==> src/rtl/emb_pkg.sv <==
package emb_pkg;
  timeunit 1ns;
  timeprecision 1ps;

  // Clock and processor cycle timing
  localparam int CLK_PERIOD_PS = 4000;
  localparam int TCK_PS        = 16000;
  localparam int CK_CYCLES     = TCK_PS / CLK_PERIOD_PS;
  localparam int HALF_CK       = CK_CYCLES / 2;
  localparam int QTR_CK        = CK_CYCLES / 4;
  localparam int CKI_CYCLES    = 2 * CK_CYCLES;

  localparam int PH_W          = 2;
  localparam logic [PH_W-1:0] PH_ACCEPT = 2'h3;
  localparam logic [PH_W-1:0] PH_STROBE = 2'h1;

  // Access sizes and reset values
  localparam int ADDR_W        = 14;
  localparam int DATA_W        = 24;
  localparam int WAIT_W        = 3;
  localparam int CNT_W         = 8;
  localparam logic [ADDR_W-1:0] ADDR_RST = 14'h0000;

  typedef enum logic [2:0] {
    SPACE_PROGRAM,
    SPACE_DATA,
    SPACE_COMPOSITE,
    SPACE_IO,
    SPACE_BYTE
  } emb_space_t;

  typedef struct packed {
    logic program_space_sel_n;
    logic data_space_sel_n;
    logic composite_space_sel_n;
    logic io_space_sel_n;
    logic byte_space_sel_n;
  } emb_sel_t;

  localparam emb_sel_t SEL_IDLE = 5'h1f;

  typedef struct packed {
    logic              write;
    emb_space_t        space;
    logic [ADDR_W-1:0] addr;
    logic [DATA_W-1:0] wdata;
    logic [WAIT_W-1:0] waits;
  } emb_req_t;

  typedef enum {ACC_IDLE, ACC_SETUP, ACC_STROBE, ACC_HOLD} emb_acc_st_t;
  typedef enum {BUS_OWN, BUS_FLOAT, BUS_GRANTED, BUS_RETURN} emb_bus_st_t;

endpackage

==> src/rtl/emb_bus.sv <==
module emb_bus #(
  parameter int DATA_W = emb_pkg::DATA_W
) (
  input  wire logic                      clk,
  input  wire logic                      srst,
  input  wire logic                      req_valid,
  input  wire emb_pkg::emb_req_t         req,
  output logic                           req_taken,
  output logic                           rsp_valid,
  output logic [DATA_W-1:0]              rsp_rdata,
  input  wire logic                      core_bus_need,
  input  wire logic                      dma_bus_need,
  output logic                           proc_clock_out,
  output logic                           in_clock_ref,
  input  wire logic                      ext_bus_req_n,
  output logic                           ext_bus_gnt_n,
  output logic                           grant_hang_n,
  output emb_pkg::emb_sel_t              space_select_group,
  output logic                           rd_strobe_n,
  output logic                           wr_strobe_n,
  output logic                           strobe_oe_n,
  output logic [emb_pkg::ADDR_W-1:0]     addr_out,
  output logic [DATA_W-1:0]              data_out,
  output logic                           data_oe_n,
  input  wire logic [DATA_W-1:0]         data_in
);
  timeunit 1ns;
  timeprecision 1ps;

  function automatic emb_pkg::emb_sel_t sel_of(input emb_pkg::emb_space_t s);
    emb_pkg::emb_sel_t r;
    r = emb_pkg::SEL_IDLE;
    case (s)
      emb_pkg::SPACE_PROGRAM:   r.program_space_sel_n   = 1'b0;
      emb_pkg::SPACE_DATA:      r.data_space_sel_n      = 1'b0;
      emb_pkg::SPACE_COMPOSITE: r.composite_space_sel_n = 1'b0;
      emb_pkg::SPACE_IO:        r.io_space_sel_n        = 1'b0;
      default:                  r.byte_space_sel_n      = 1'b0;
    endcase
    return r;
  endfunction

  // Processor cycle phase and clock outputs
  logic [emb_pkg::PH_W-1:0] phase_q, phase_d;
  logic                     pclk_q, pclk_d;
  logic                     iclk_q, iclk_d;

  always_comb begin
    phase_d = phase_q + 2'h1;
    pclk_d  = (phase_d < emb_pkg::PH_W'(emb_pkg::HALF_CK));
    iclk_d  = (phase_d == '0) ? ~iclk_q : iclk_q;
  end

  always_ff @(posedge clk) begin
    if (srst) begin
      phase_q <= '1;
      pclk_q  <= 1'b0;
      iclk_q  <= 1'b0;
    end else begin
      phase_q <= phase_d;
      pclk_q  <= pclk_d;
      iclk_q  <= iclk_d;
    end
  end

  // Pin synchronisers
  logic              breq_s1_q, breq_s2_q;
  logic [DATA_W-1:0] din_s1_q, din_s2_q;

  always_ff @(posedge clk) begin
    if (srst) begin
      breq_s1_q <= 1'b1;
      breq_s2_q <= 1'b1;
      din_s1_q  <= '0;
      din_s2_q  <= '0;
    end else begin
      breq_s1_q <= ext_bus_req_n;
      breq_s2_q <= breq_s1_q;
      din_s1_q  <= data_in;
      din_s2_q  <= din_s1_q;
    end
  end

  // Access sequencer and bus hand-over
  emb_pkg::emb_acc_st_t     acc_q, acc_d;
  emb_pkg::emb_bus_st_t     bus_q, bus_d;
  logic [emb_pkg::CNT_W-1:0] cnt_q, cnt_d;
  logic                     wr_q, wr_d;
  logic [emb_pkg::ADDR_W-1:0] addr_q, addr_d;
  emb_pkg::emb_sel_t        sel_q, sel_d;
  logic                     rd_n_q, rd_n_d, wr_n_q, wr_n_d;
  logic [DATA_W-1:0]        dout_q, dout_d, rdat_q, rdat_d;
  logic                     doe_n_q, doe_n_d, soe_n_q, soe_n_d;
  logic                     gnt_n_q, gnt_n_d, hang_n_q, hang_n_d;
  logic                     taken_q, taken_d, rsp_q, rsp_d;
  logic [emb_pkg::CNT_W-1:0] len_q, len_d;
  logic                     cycle_end;

  always_comb begin
    acc_d     = acc_q;
    bus_d     = bus_q;
    cnt_d     = cnt_q;
    wr_d      = wr_q;
    addr_d    = addr_q;
    sel_d     = sel_q;
    rd_n_d    = rd_n_q;
    wr_n_d    = wr_n_q;
    dout_d    = dout_q;
    rdat_d    = rdat_q;
    doe_n_d   = doe_n_q;
    soe_n_d   = soe_n_q;
    gnt_n_d   = gnt_n_q;
    hang_n_d  = hang_n_q;
    len_d     = len_q;
    taken_d   = 1'b0;
    rsp_d     = 1'b0;
    cycle_end = (phase_q == emb_pkg::PH_ACCEPT);
    case (acc_q)
      emb_pkg::ACC_IDLE: begin
        if (bus_q == emb_pkg::BUS_OWN && cycle_end && breq_s2_q &&
            req_valid) begin
          acc_d   = emb_pkg::ACC_SETUP;
          taken_d = 1'b1;
          wr_d    = req.write;
          addr_d  = req.addr;
          sel_d   = sel_of(req.space);
          dout_d  = req.wdata;
          len_d   = emb_pkg::CNT_W'(emb_pkg::HALF_CK) +
                    emb_pkg::CNT_W'(req.waits) *
                    emb_pkg::CNT_W'(emb_pkg::CK_CYCLES);
        end
      end
      emb_pkg::ACC_SETUP: begin
        acc_d = emb_pkg::ACC_STROBE;
        cnt_d = len_q - 8'h01;
        if (wr_q) begin
          wr_n_d  = 1'b0;
          doe_n_d = 1'b0;
        end else begin
          rd_n_d  = 1'b0;
        end
      end
      emb_pkg::ACC_STROBE: begin
        cnt_d = cnt_q - 8'h01;
        if (cnt_q == '0) begin
          acc_d  = emb_pkg::ACC_HOLD;
          rd_n_d = 1'b1;
          wr_n_d = 1'b1;
        end
      end
      emb_pkg::ACC_HOLD: begin
        acc_d   = emb_pkg::ACC_IDLE;
        sel_d   = emb_pkg::SEL_IDLE;
        doe_n_d = 1'b1;
        rsp_d   = 1'b1;
        if (!wr_q) begin
          rdat_d = din_s2_q;
        end
      end
      default: acc_d = emb_pkg::ACC_IDLE;
    endcase
    case (bus_q)
      emb_pkg::BUS_OWN: begin
        if (acc_q == emb_pkg::ACC_IDLE && cycle_end && !breq_s2_q) begin
          bus_d   = emb_pkg::BUS_FLOAT;
          soe_n_d = 1'b1;
        end
      end
      emb_pkg::BUS_FLOAT: begin
        bus_d   = emb_pkg::BUS_GRANTED;
        gnt_n_d = 1'b0;
      end
      emb_pkg::BUS_GRANTED: begin
        if (breq_s2_q) begin
          bus_d    = emb_pkg::BUS_RETURN;
          gnt_n_d  = 1'b1;
          hang_n_d = 1'b1;
        end else begin
          hang_n_d = ~(core_bus_need | dma_bus_need);
        end
      end
      emb_pkg::BUS_RETURN: begin
        bus_d   = emb_pkg::BUS_OWN;
        soe_n_d = 1'b0;
      end
      default: bus_d = emb_pkg::BUS_OWN;
    endcase
  end

  always_ff @(posedge clk) begin
    if (srst) begin
      acc_q    <= emb_pkg::ACC_IDLE;
      bus_q    <= emb_pkg::BUS_OWN;
      cnt_q    <= '0;
      len_q    <= '0;
      wr_q     <= 1'b0;
      addr_q   <= emb_pkg::ADDR_RST;
      sel_q    <= emb_pkg::SEL_IDLE;
      rd_n_q   <= 1'b1;
      wr_n_q   <= 1'b1;
      dout_q   <= '0;
      rdat_q   <= '0;
      doe_n_q  <= 1'b1;
      soe_n_q  <= 1'b0;
      gnt_n_q  <= 1'b1;
      hang_n_q <= 1'b1;
      taken_q  <= 1'b0;
      rsp_q    <= 1'b0;
    end else begin
      acc_q    <= acc_d;
      bus_q    <= bus_d;
      cnt_q    <= cnt_d;
      len_q    <= len_d;
      wr_q     <= wr_d;
      addr_q   <= addr_d;
      sel_q    <= sel_d;
      rd_n_q   <= rd_n_d;
      wr_n_q   <= wr_n_d;
      dout_q   <= dout_d;
      rdat_q   <= rdat_d;
      doe_n_q  <= doe_n_d;
      soe_n_q  <= soe_n_d;
      gnt_n_q  <= gnt_n_d;
      hang_n_q <= hang_n_d;
      taken_q  <= taken_d;
      rsp_q    <= rsp_d;
    end
  end

  assign proc_clock_out     = pclk_q;
  assign in_clock_ref       = iclk_q;
  assign req_taken          = taken_q;
  assign rsp_valid          = rsp_q;
  assign rsp_rdata          = rdat_q;
  assign ext_bus_gnt_n      = gnt_n_q;
  assign grant_hang_n       = hang_n_q;
  assign space_select_group = sel_q;
  assign rd_strobe_n        = rd_n_q;
  assign wr_strobe_n        = wr_n_q;
  assign strobe_oe_n        = soe_n_q;
  assign addr_out           = addr_q;
  assign data_out           = dout_q;
  assign data_oe_n          = doe_n_q;

  // Strobe width helper
  logic [emb_pkg::CNT_W-1:0] low_cnt_q;

  always_ff @(posedge clk) begin
    if (srst || (rd_n_q && wr_n_q)) begin
      low_cnt_q <= '0;
    end else begin
      low_cnt_q <= low_cnt_q + 8'h01;
    end
  end

  float_first_a: assert property (@(posedge clk) disable iff (srst)
    $fell(gnt_n_q) |-> soe_n_q && $past(soe_n_q))
    else $error("Grant went low while strobes still driven");

  grant_first_a: assert property (@(posedge clk) disable iff (srst)
    $fell(soe_n_q) |-> gnt_n_q && $past(gnt_n_q))
    else $error("Strobes driven before grant returned high");

  hang_order_a: assert property (@(posedge clk) disable iff (srst)
    !hang_n_q |-> soe_n_q && $past(soe_n_q) && !gnt_n_q)
    else $error("Grant hang low while strobes driven");

  hang_need_a: assert property (@(posedge clk) disable iff (srst)
    (bus_q == emb_pkg::BUS_GRANTED && !breq_s2_q &&
     (core_bus_need || dma_bus_need)) |=> !hang_n_q)
    else $error("Grant hang not asserted on bus need");

  strobe_width_a: assert property (@(posedge clk) disable iff (srst)
    ($rose(rd_n_q) || $rose(wr_n_q)) |-> low_cnt_q == len_q)
    else $error("Strobe width differs from programmed length");

  rd_quarter_a: assert property (@(posedge clk) disable iff (srst)
    $fell(rd_n_q) |-> phase_q == emb_pkg::PH_STROBE && $past(pclk_q))
    else $error("Read strobe not a quarter cycle after clock rise");

  wr_quarter_a: assert property (@(posedge clk) disable iff (srst)
    $fell(wr_n_q) |-> phase_q == emb_pkg::PH_STROBE && $past(pclk_q))
    else $error("Write strobe not a quarter cycle after clock rise");

  strobe_gap_a: assert property (@(posedge clk) disable iff (srst)
    ($rose(rd_n_q) || $rose(wr_n_q)) |=> rd_n_q && wr_n_q)
    else $error("Strobe fell again within half a cycle");

  data_enable_a: assert property (@(posedge clk) disable iff (srst)
    $fell(doe_n_q) |-> $fell(wr_n_q))
    else $error("Write data driven away from strobe fall");

  data_float_a: assert property (@(posedge clk) disable iff (srst)
    ($fell(rd_n_q) || $fell(wr_n_q)) |-> $past(doe_n_q))
    else $error("Write data still driven before strobe fell");

  addr_stable_a: assert property (@(posedge clk) disable iff (srst)
    (!rd_n_q || !wr_n_q) |=> $stable(addr_q) && $stable(sel_q)
      && sel_q != emb_pkg::SEL_IDLE)
    else $error("Address or select moved around strobe");

  clk_ratio_a: assert property (@(posedge clk) disable iff (srst)
    $rose(pclk_q) |-> ##4 $rose(pclk_q))
    else $error("Clock output period wrong");

  ref_period_a: assert property (@(posedge clk) disable iff (srst)
    $rose(iclk_q) |-> ##8 ($rose(iclk_q) && $rose(pclk_q)))
    else $error("Input clock reference not at half the output rate");

  idle_high_a: assert property (@(posedge clk) disable iff (srst)
    (acc_q == emb_pkg::ACC_IDLE && bus_q == emb_pkg::BUS_OWN) |->
      sel_q == emb_pkg::SEL_IDLE && rd_n_q && wr_n_q)
    else $error("Select or strobe active while idle");

  req_act_a: assert property (@(posedge clk) disable iff (srst)
    (bus_q == emb_pkg::BUS_OWN && acc_q == emb_pkg::ACC_IDLE &&
     !ext_bus_req_n) [*8] |-> bus_q != emb_pkg::BUS_OWN)
    else $error("Bus request not acted on within two cycles");

endmodule

==> config.mk <==
export PLATFORM = sky130hd
export DESIGN_NAME = emb_bus
export DESIGN_NICKNAME = d
export VERILOG_FILES = /design/src/rtl/emb_pkg.sv /design/src/rtl/emb_bus.sv
export SDC_FILE = /design/constraint.sdc
export NUM_CORES = 1
export LEC_CHECK = 0
export ABC_AREA = 0
export BUFFER_PORTS_ARGS = -buffer_cell sky130_fd_sc_hd__buf_2
export CAP_MARGIN = 20
export CELL_PAD_IN_SITES_DETAIL_PLACEMENT = 1
export CELL_PAD_IN_SITES_GLOBAL_PLACEMENT = 2
export CORE_UTILIZATION = 32
export DETAILED_ROUTE_END_ITERATION = 7
export PLACE_DENSITY = 0.82
export SETUP_SLACK_MARGIN = 0.2
export SYNTH_ARGS = -nofsm -noshare
export SYNTH_HDL_FRONTEND = slang
export SYNTH_SLANG_ARGS = --single-unit
export TNS_END_PERCENT = 50
==> constraint.sdc <==
create_clock -name clk -period 3.1 [get_ports clk]
set_input_delay 0.31 -clock clk [delete_from_list [all_inputs] [get_ports clk]]
set_output_delay 0.31 -clock clk [all_outputs]
set_load 0.02 [all_outputs]
Word-level counts from Yosys, hierarchy flattened --
Cells that the tools add are included. W data, S select, Z words.
Word-level totals: bits in writable memories 0, latch bits 0, flip-flop bits (word level) 210, output and inout bits 77, logic and storage cells 111, memories 0, input bits 75, bits in read-only memories 0
Operators by class: reductions and logical operators 30, multiplexer cells 27, magnitude comparators 1, div/mod/pow operators 0, shift operators 0, $mul 0, equal/unequal tests 16, bitwise gates (word level) 5, add/subtract/negate cells 4
Operator list (count):
- $pmux W32 S3 | 2
- $eq A32 B2 Y1 const B | 4
- $logic_not A32 Y1 | 4
- $mux W32 | 4
- $eq A32 B1 Y1 const B | 2
- $pmux W8 S2 | 1
- $reduce_and A2 Y1 | 8
- $sub A8 B1 Y8 const B | 2
- $mux W1 | 13
- $ne A2 B2 Y1 const B | 6
- $pmux W1 S2 | 5
- $pmux W5 S2 | 1
- $reduce_bool A2 Y1 | 5
- $logic_not A8 Y1 | 1
- $add A2 B5 Y6 const A | 1
- $eq A3 B2 Y1 const B | 2
- $reduce_and A3 Y1 | 2
- $logic_and A1 B1 Y1 | 5
- $mux W5 | 1
- $not A1 Y1 | 4
- $reduce_or A4 Y1 | 1
- $eq A3 B1 Y1 const B | 1
- $logic_not A3 Y1 | 1
- $add A2 B1 Y2 const B | 1
- other kinds (6) | 6

Depth between registers and ports, before layout --
word-level depth 6, mapped depth 9

Worst setup path before layout --
No wires, ideal clock.
path type flip-flop to flip-flop, from register acc_q[0], to register cnt_q[6] in the netlist's numbering, arrival 1.784 ns, setup time 0.070 ns, period minus slack after synthesis 1.855 ns, cell stages (with the launch flop) 9, slack 1.245 ns, data required time 3.030 ns, path through dfxtp_1 > inv_1 > ha_1 > buf_2 > mux2i_1 > ha_1 > o211ai_1 > or3b_1 > a21oi_1
On the way: cells in the longest elaborated chain, start to end 2, elaborated cells on any way between the ends 4
Ends and longest elaborated chain:
- from (decl) | RTL line emb_bus.sv:85 | emb_pkg::emb_acc_st_t acc_q, acc_d;
- from (signal assigned) | RTL line emb_bus.sv:192 | acc_q <= emb_pkg::ACC_IDLE;
- $eq A32 B2 Y1 or $eq A32 B1 Y1 (tied branches) | RTL line emb_bus.sv:118 | case (acc_q)
- $pmux W8 S2 or $reduce_bool A2 Y1 (tied branches)
- to (signal assigned) | RTL line emb_bus.sv:212 | cnt_q <= cnt_d;
- to (decl) | RTL line emb_bus.sv:87 | logic [emb_pkg::CNT_W-1:0] cnt_q, cnt_d;
Parallel ways exist; a longest one is shown, timed or not. A chain may end at the register's enable or synchronous reset.

Worst setup path in the final report --
Ends and elaborated chain as after synthesis.

==> results.toml <==
[routing]
drtIter0Drc = 171
vias_per_cell = 4.62
routed_wl_um = 12900
firstDrtPassIters = 4
via_count = 4380
routedWlPerCell_um = 13.6
drc = 0
antenna_left = 0

[grt]
grt_max_degree = 88
grt_overflow_total = 0
grt_pass1_wl_um = 21100
grt_pass1_vias = 4542
antenna_found_initial = 0
grtUsageTotal_pct = 16.1

[logic_synthesis]
synth_edf_count = 0
synthArstFlopShare_pct = 0
synth_seq_cells = 146
synth-main-ff-cell = "dfxtp_1"
yosysWarnings = 0
ys_seq_area_share_pct = 56.3
synth_top_area_share_pct = 56.3
syn_nets = 667
synth.area.top_cells = "dfxtp_1, nand2_1, a21oi_1"
syn_area_mm2 = 0.00519
synth_area_per_cell_um2 = 8.95
syn_inst = 580
synth_cell_types = 52
yosys.area.top_type = "dfxtp_1"

[power]
switching_power_mw = 1.63
power_frac_seq_pct = 41.9
p_int_mw = 3.58
p_leak_nw = 2.85
irDropWorstVdd_mv = 0.434
power_density_mw_per_mm2 = 779
pwr-share-clk_pct = 37.1
totalPowerFinal_mw = 5.21
pwr-share-comb_pct = 21.0
swShare_pct = 31.3

[cts]
clk_latency_ns = 0.42
tritoncts = "built"
ctsRootBufferMaster = "clkbuf_16"
cts_resized = 0
cts_hold_buf = 0
h-tree-depth = 4
numCtsBuffers = 17
clockBufferDepth = 2
post-cts-setup-buffers = 0
path_clk_slew_ns = 0.06
clock_sinks = 146

[hold_path]
hold_class = "primary input to flip-flop"
whs_path_depth = 2

[sta]
fin_tns_setup_ns = 0
timing.fmax_mhz = 418
whs_ns = 0.0768
worst_slack_ns = 0.707
skew_ns = 0.00792
rsz0062_at_grt = "false"
fin_crit_sh_pct = 77.2
relSlewSlack_pct = 35.4
period_needed_ns = 2.39
worst_pin_slew_ns = 0.969
final_hold_viol_count = 0
maxSlewViolCount = 0
setup_viol = 0

[cells_and_area]
final_layout_size_suffix_gt1_share_pct = 26.8
diodes = 0
fin_nets = 806
post-route-cell-area_mm2 = 0.00669
fin_util_pct = 42.1
most-common-layout-cells = "buf_2, dfxtp_1, nand2_1"
final_common_cell = "buf_2"
finalNonFillerCells = 948
syn_to_final_growth_pct = 28.8

[floorplan]
start_util_pct = 32.7
die_w_um = 129
core-area_mm2 = 0.0159
num_rows = 46
die-area_mm2 = 0.0167
io_pins = 152
dieHeight_um = 129

[critical_path]
crit_path_max_fanout = 15
crit_required_ns = 3.37
reg2reg_depth = 7
critical_path_arrival_ns = 2.66
worst_setup_path_end_kind = "flip-flop"
start_kind = "flip-flop"
crit_type = "flip-flop to flip-flop"

[place]
place_ws_ns = 0.720
gp_congestion = 0.749
dp_cells = 916
post_dp_cell_area_mm2 = 0.00612
dp.final_hpwl_um = 8760
io_buffers = 151

[job]
drv_cap = 0

[status]
outcome = "complete, no violations"
[area by class of cell]
cell class	instances	area [µm²]
multi-input cells	388	2090
inverters	12	45.0
clock buffers	19	433
fillers	1927	9200
flip-flops and latches	146	2920
clock inverters	13	129
well taps	216	270
repair buffers	154	793
[worst paths after layout]
kind                       from    endpoint  slack, ns
setup / recovery       acc_q[0]    cnt_q[6]       0.71
hold / removal    ext_bus_req_n   breq_s1_q       0.08
setup reg to reg       acc_q[0]    cnt_q[6]       0.71
hold reg to reg      phase_q[0]  phase_q[0]       0.40
[critical path, stage by stage (launching register included)]
cell	delay [ns]
dfxtp_1	0.35
inv_1	0.12
ha_1	0.52
mux2i_1	0.33
ha_1	0.29
o211ai_1	0.18
o311ai_0	0.34
a21oi_1	0.11
[registers in the layout, summed over array words and instances, names as in the netlist, 2 cells and up]
signal,count
bus_q,2
acc_q,2
din_s1_q,24
rsp_rdata,24
phase_q,2
len_q,4
data_out,24
space_select_group,5
addr_out,14
din_s2_q,24
cnt_q,8
[layer usage]
layer	GRT usage, %	share of wire [%]	up-vias
li1	-	-	2180
met1	18.1	43	2073
met2	28.2	49	106
met3	5.62	6.2	21
met4	5.67	1.5	0
met5	0	0	-
[cells in the mapped netlist (all sizes together), types with 5 or more instances]
master / number
dfxtp: 146
nand2: 143
a21oi: 74
nor2b: 51
nor2: 30
clkbuf: 23
ha: 12
inv: 12
buf: 11
o21ai: 9
o21bai: 7
nand2b: 6
mux2i: 5
o211ai: 5
or2: 5
[power by group through the flow]
| stage | Combinational, mW | Clock [mW] | Sequential [mW] |
|---|---|---|---|
| 2_1_floorplan | 0.664 | 0 | 2.31 |
| 3_3_place_gp | 1.05 | 0 | 2.21 |
| 3_5_place_dp | 1.10 | 0 | 2.22 |
| 4_1_cts | 1.11 | 2.00 | 2.18 |
| 5_1_grt | 1.23 | 2.09 | 2.21 |
| 6_report | 1.09 | 1.93 | 2.18 |
[kinds of logic after synthesis]
logic type / Yosys count / synth area share (%)
adder cells (fa/ha/maj): 12 / 2.89
XOR/XNOR: 2 / 0.337
multiplexers: 6 / 1.18
AND/OR/NAND/NOR: 254 / 22.9
buffers and inverters: 46 / 3.57
AO/OA/AOI/OAI: 114 / 12.8
flip-flops: 146 / 56.3
(Power assumes the default switching activity.)
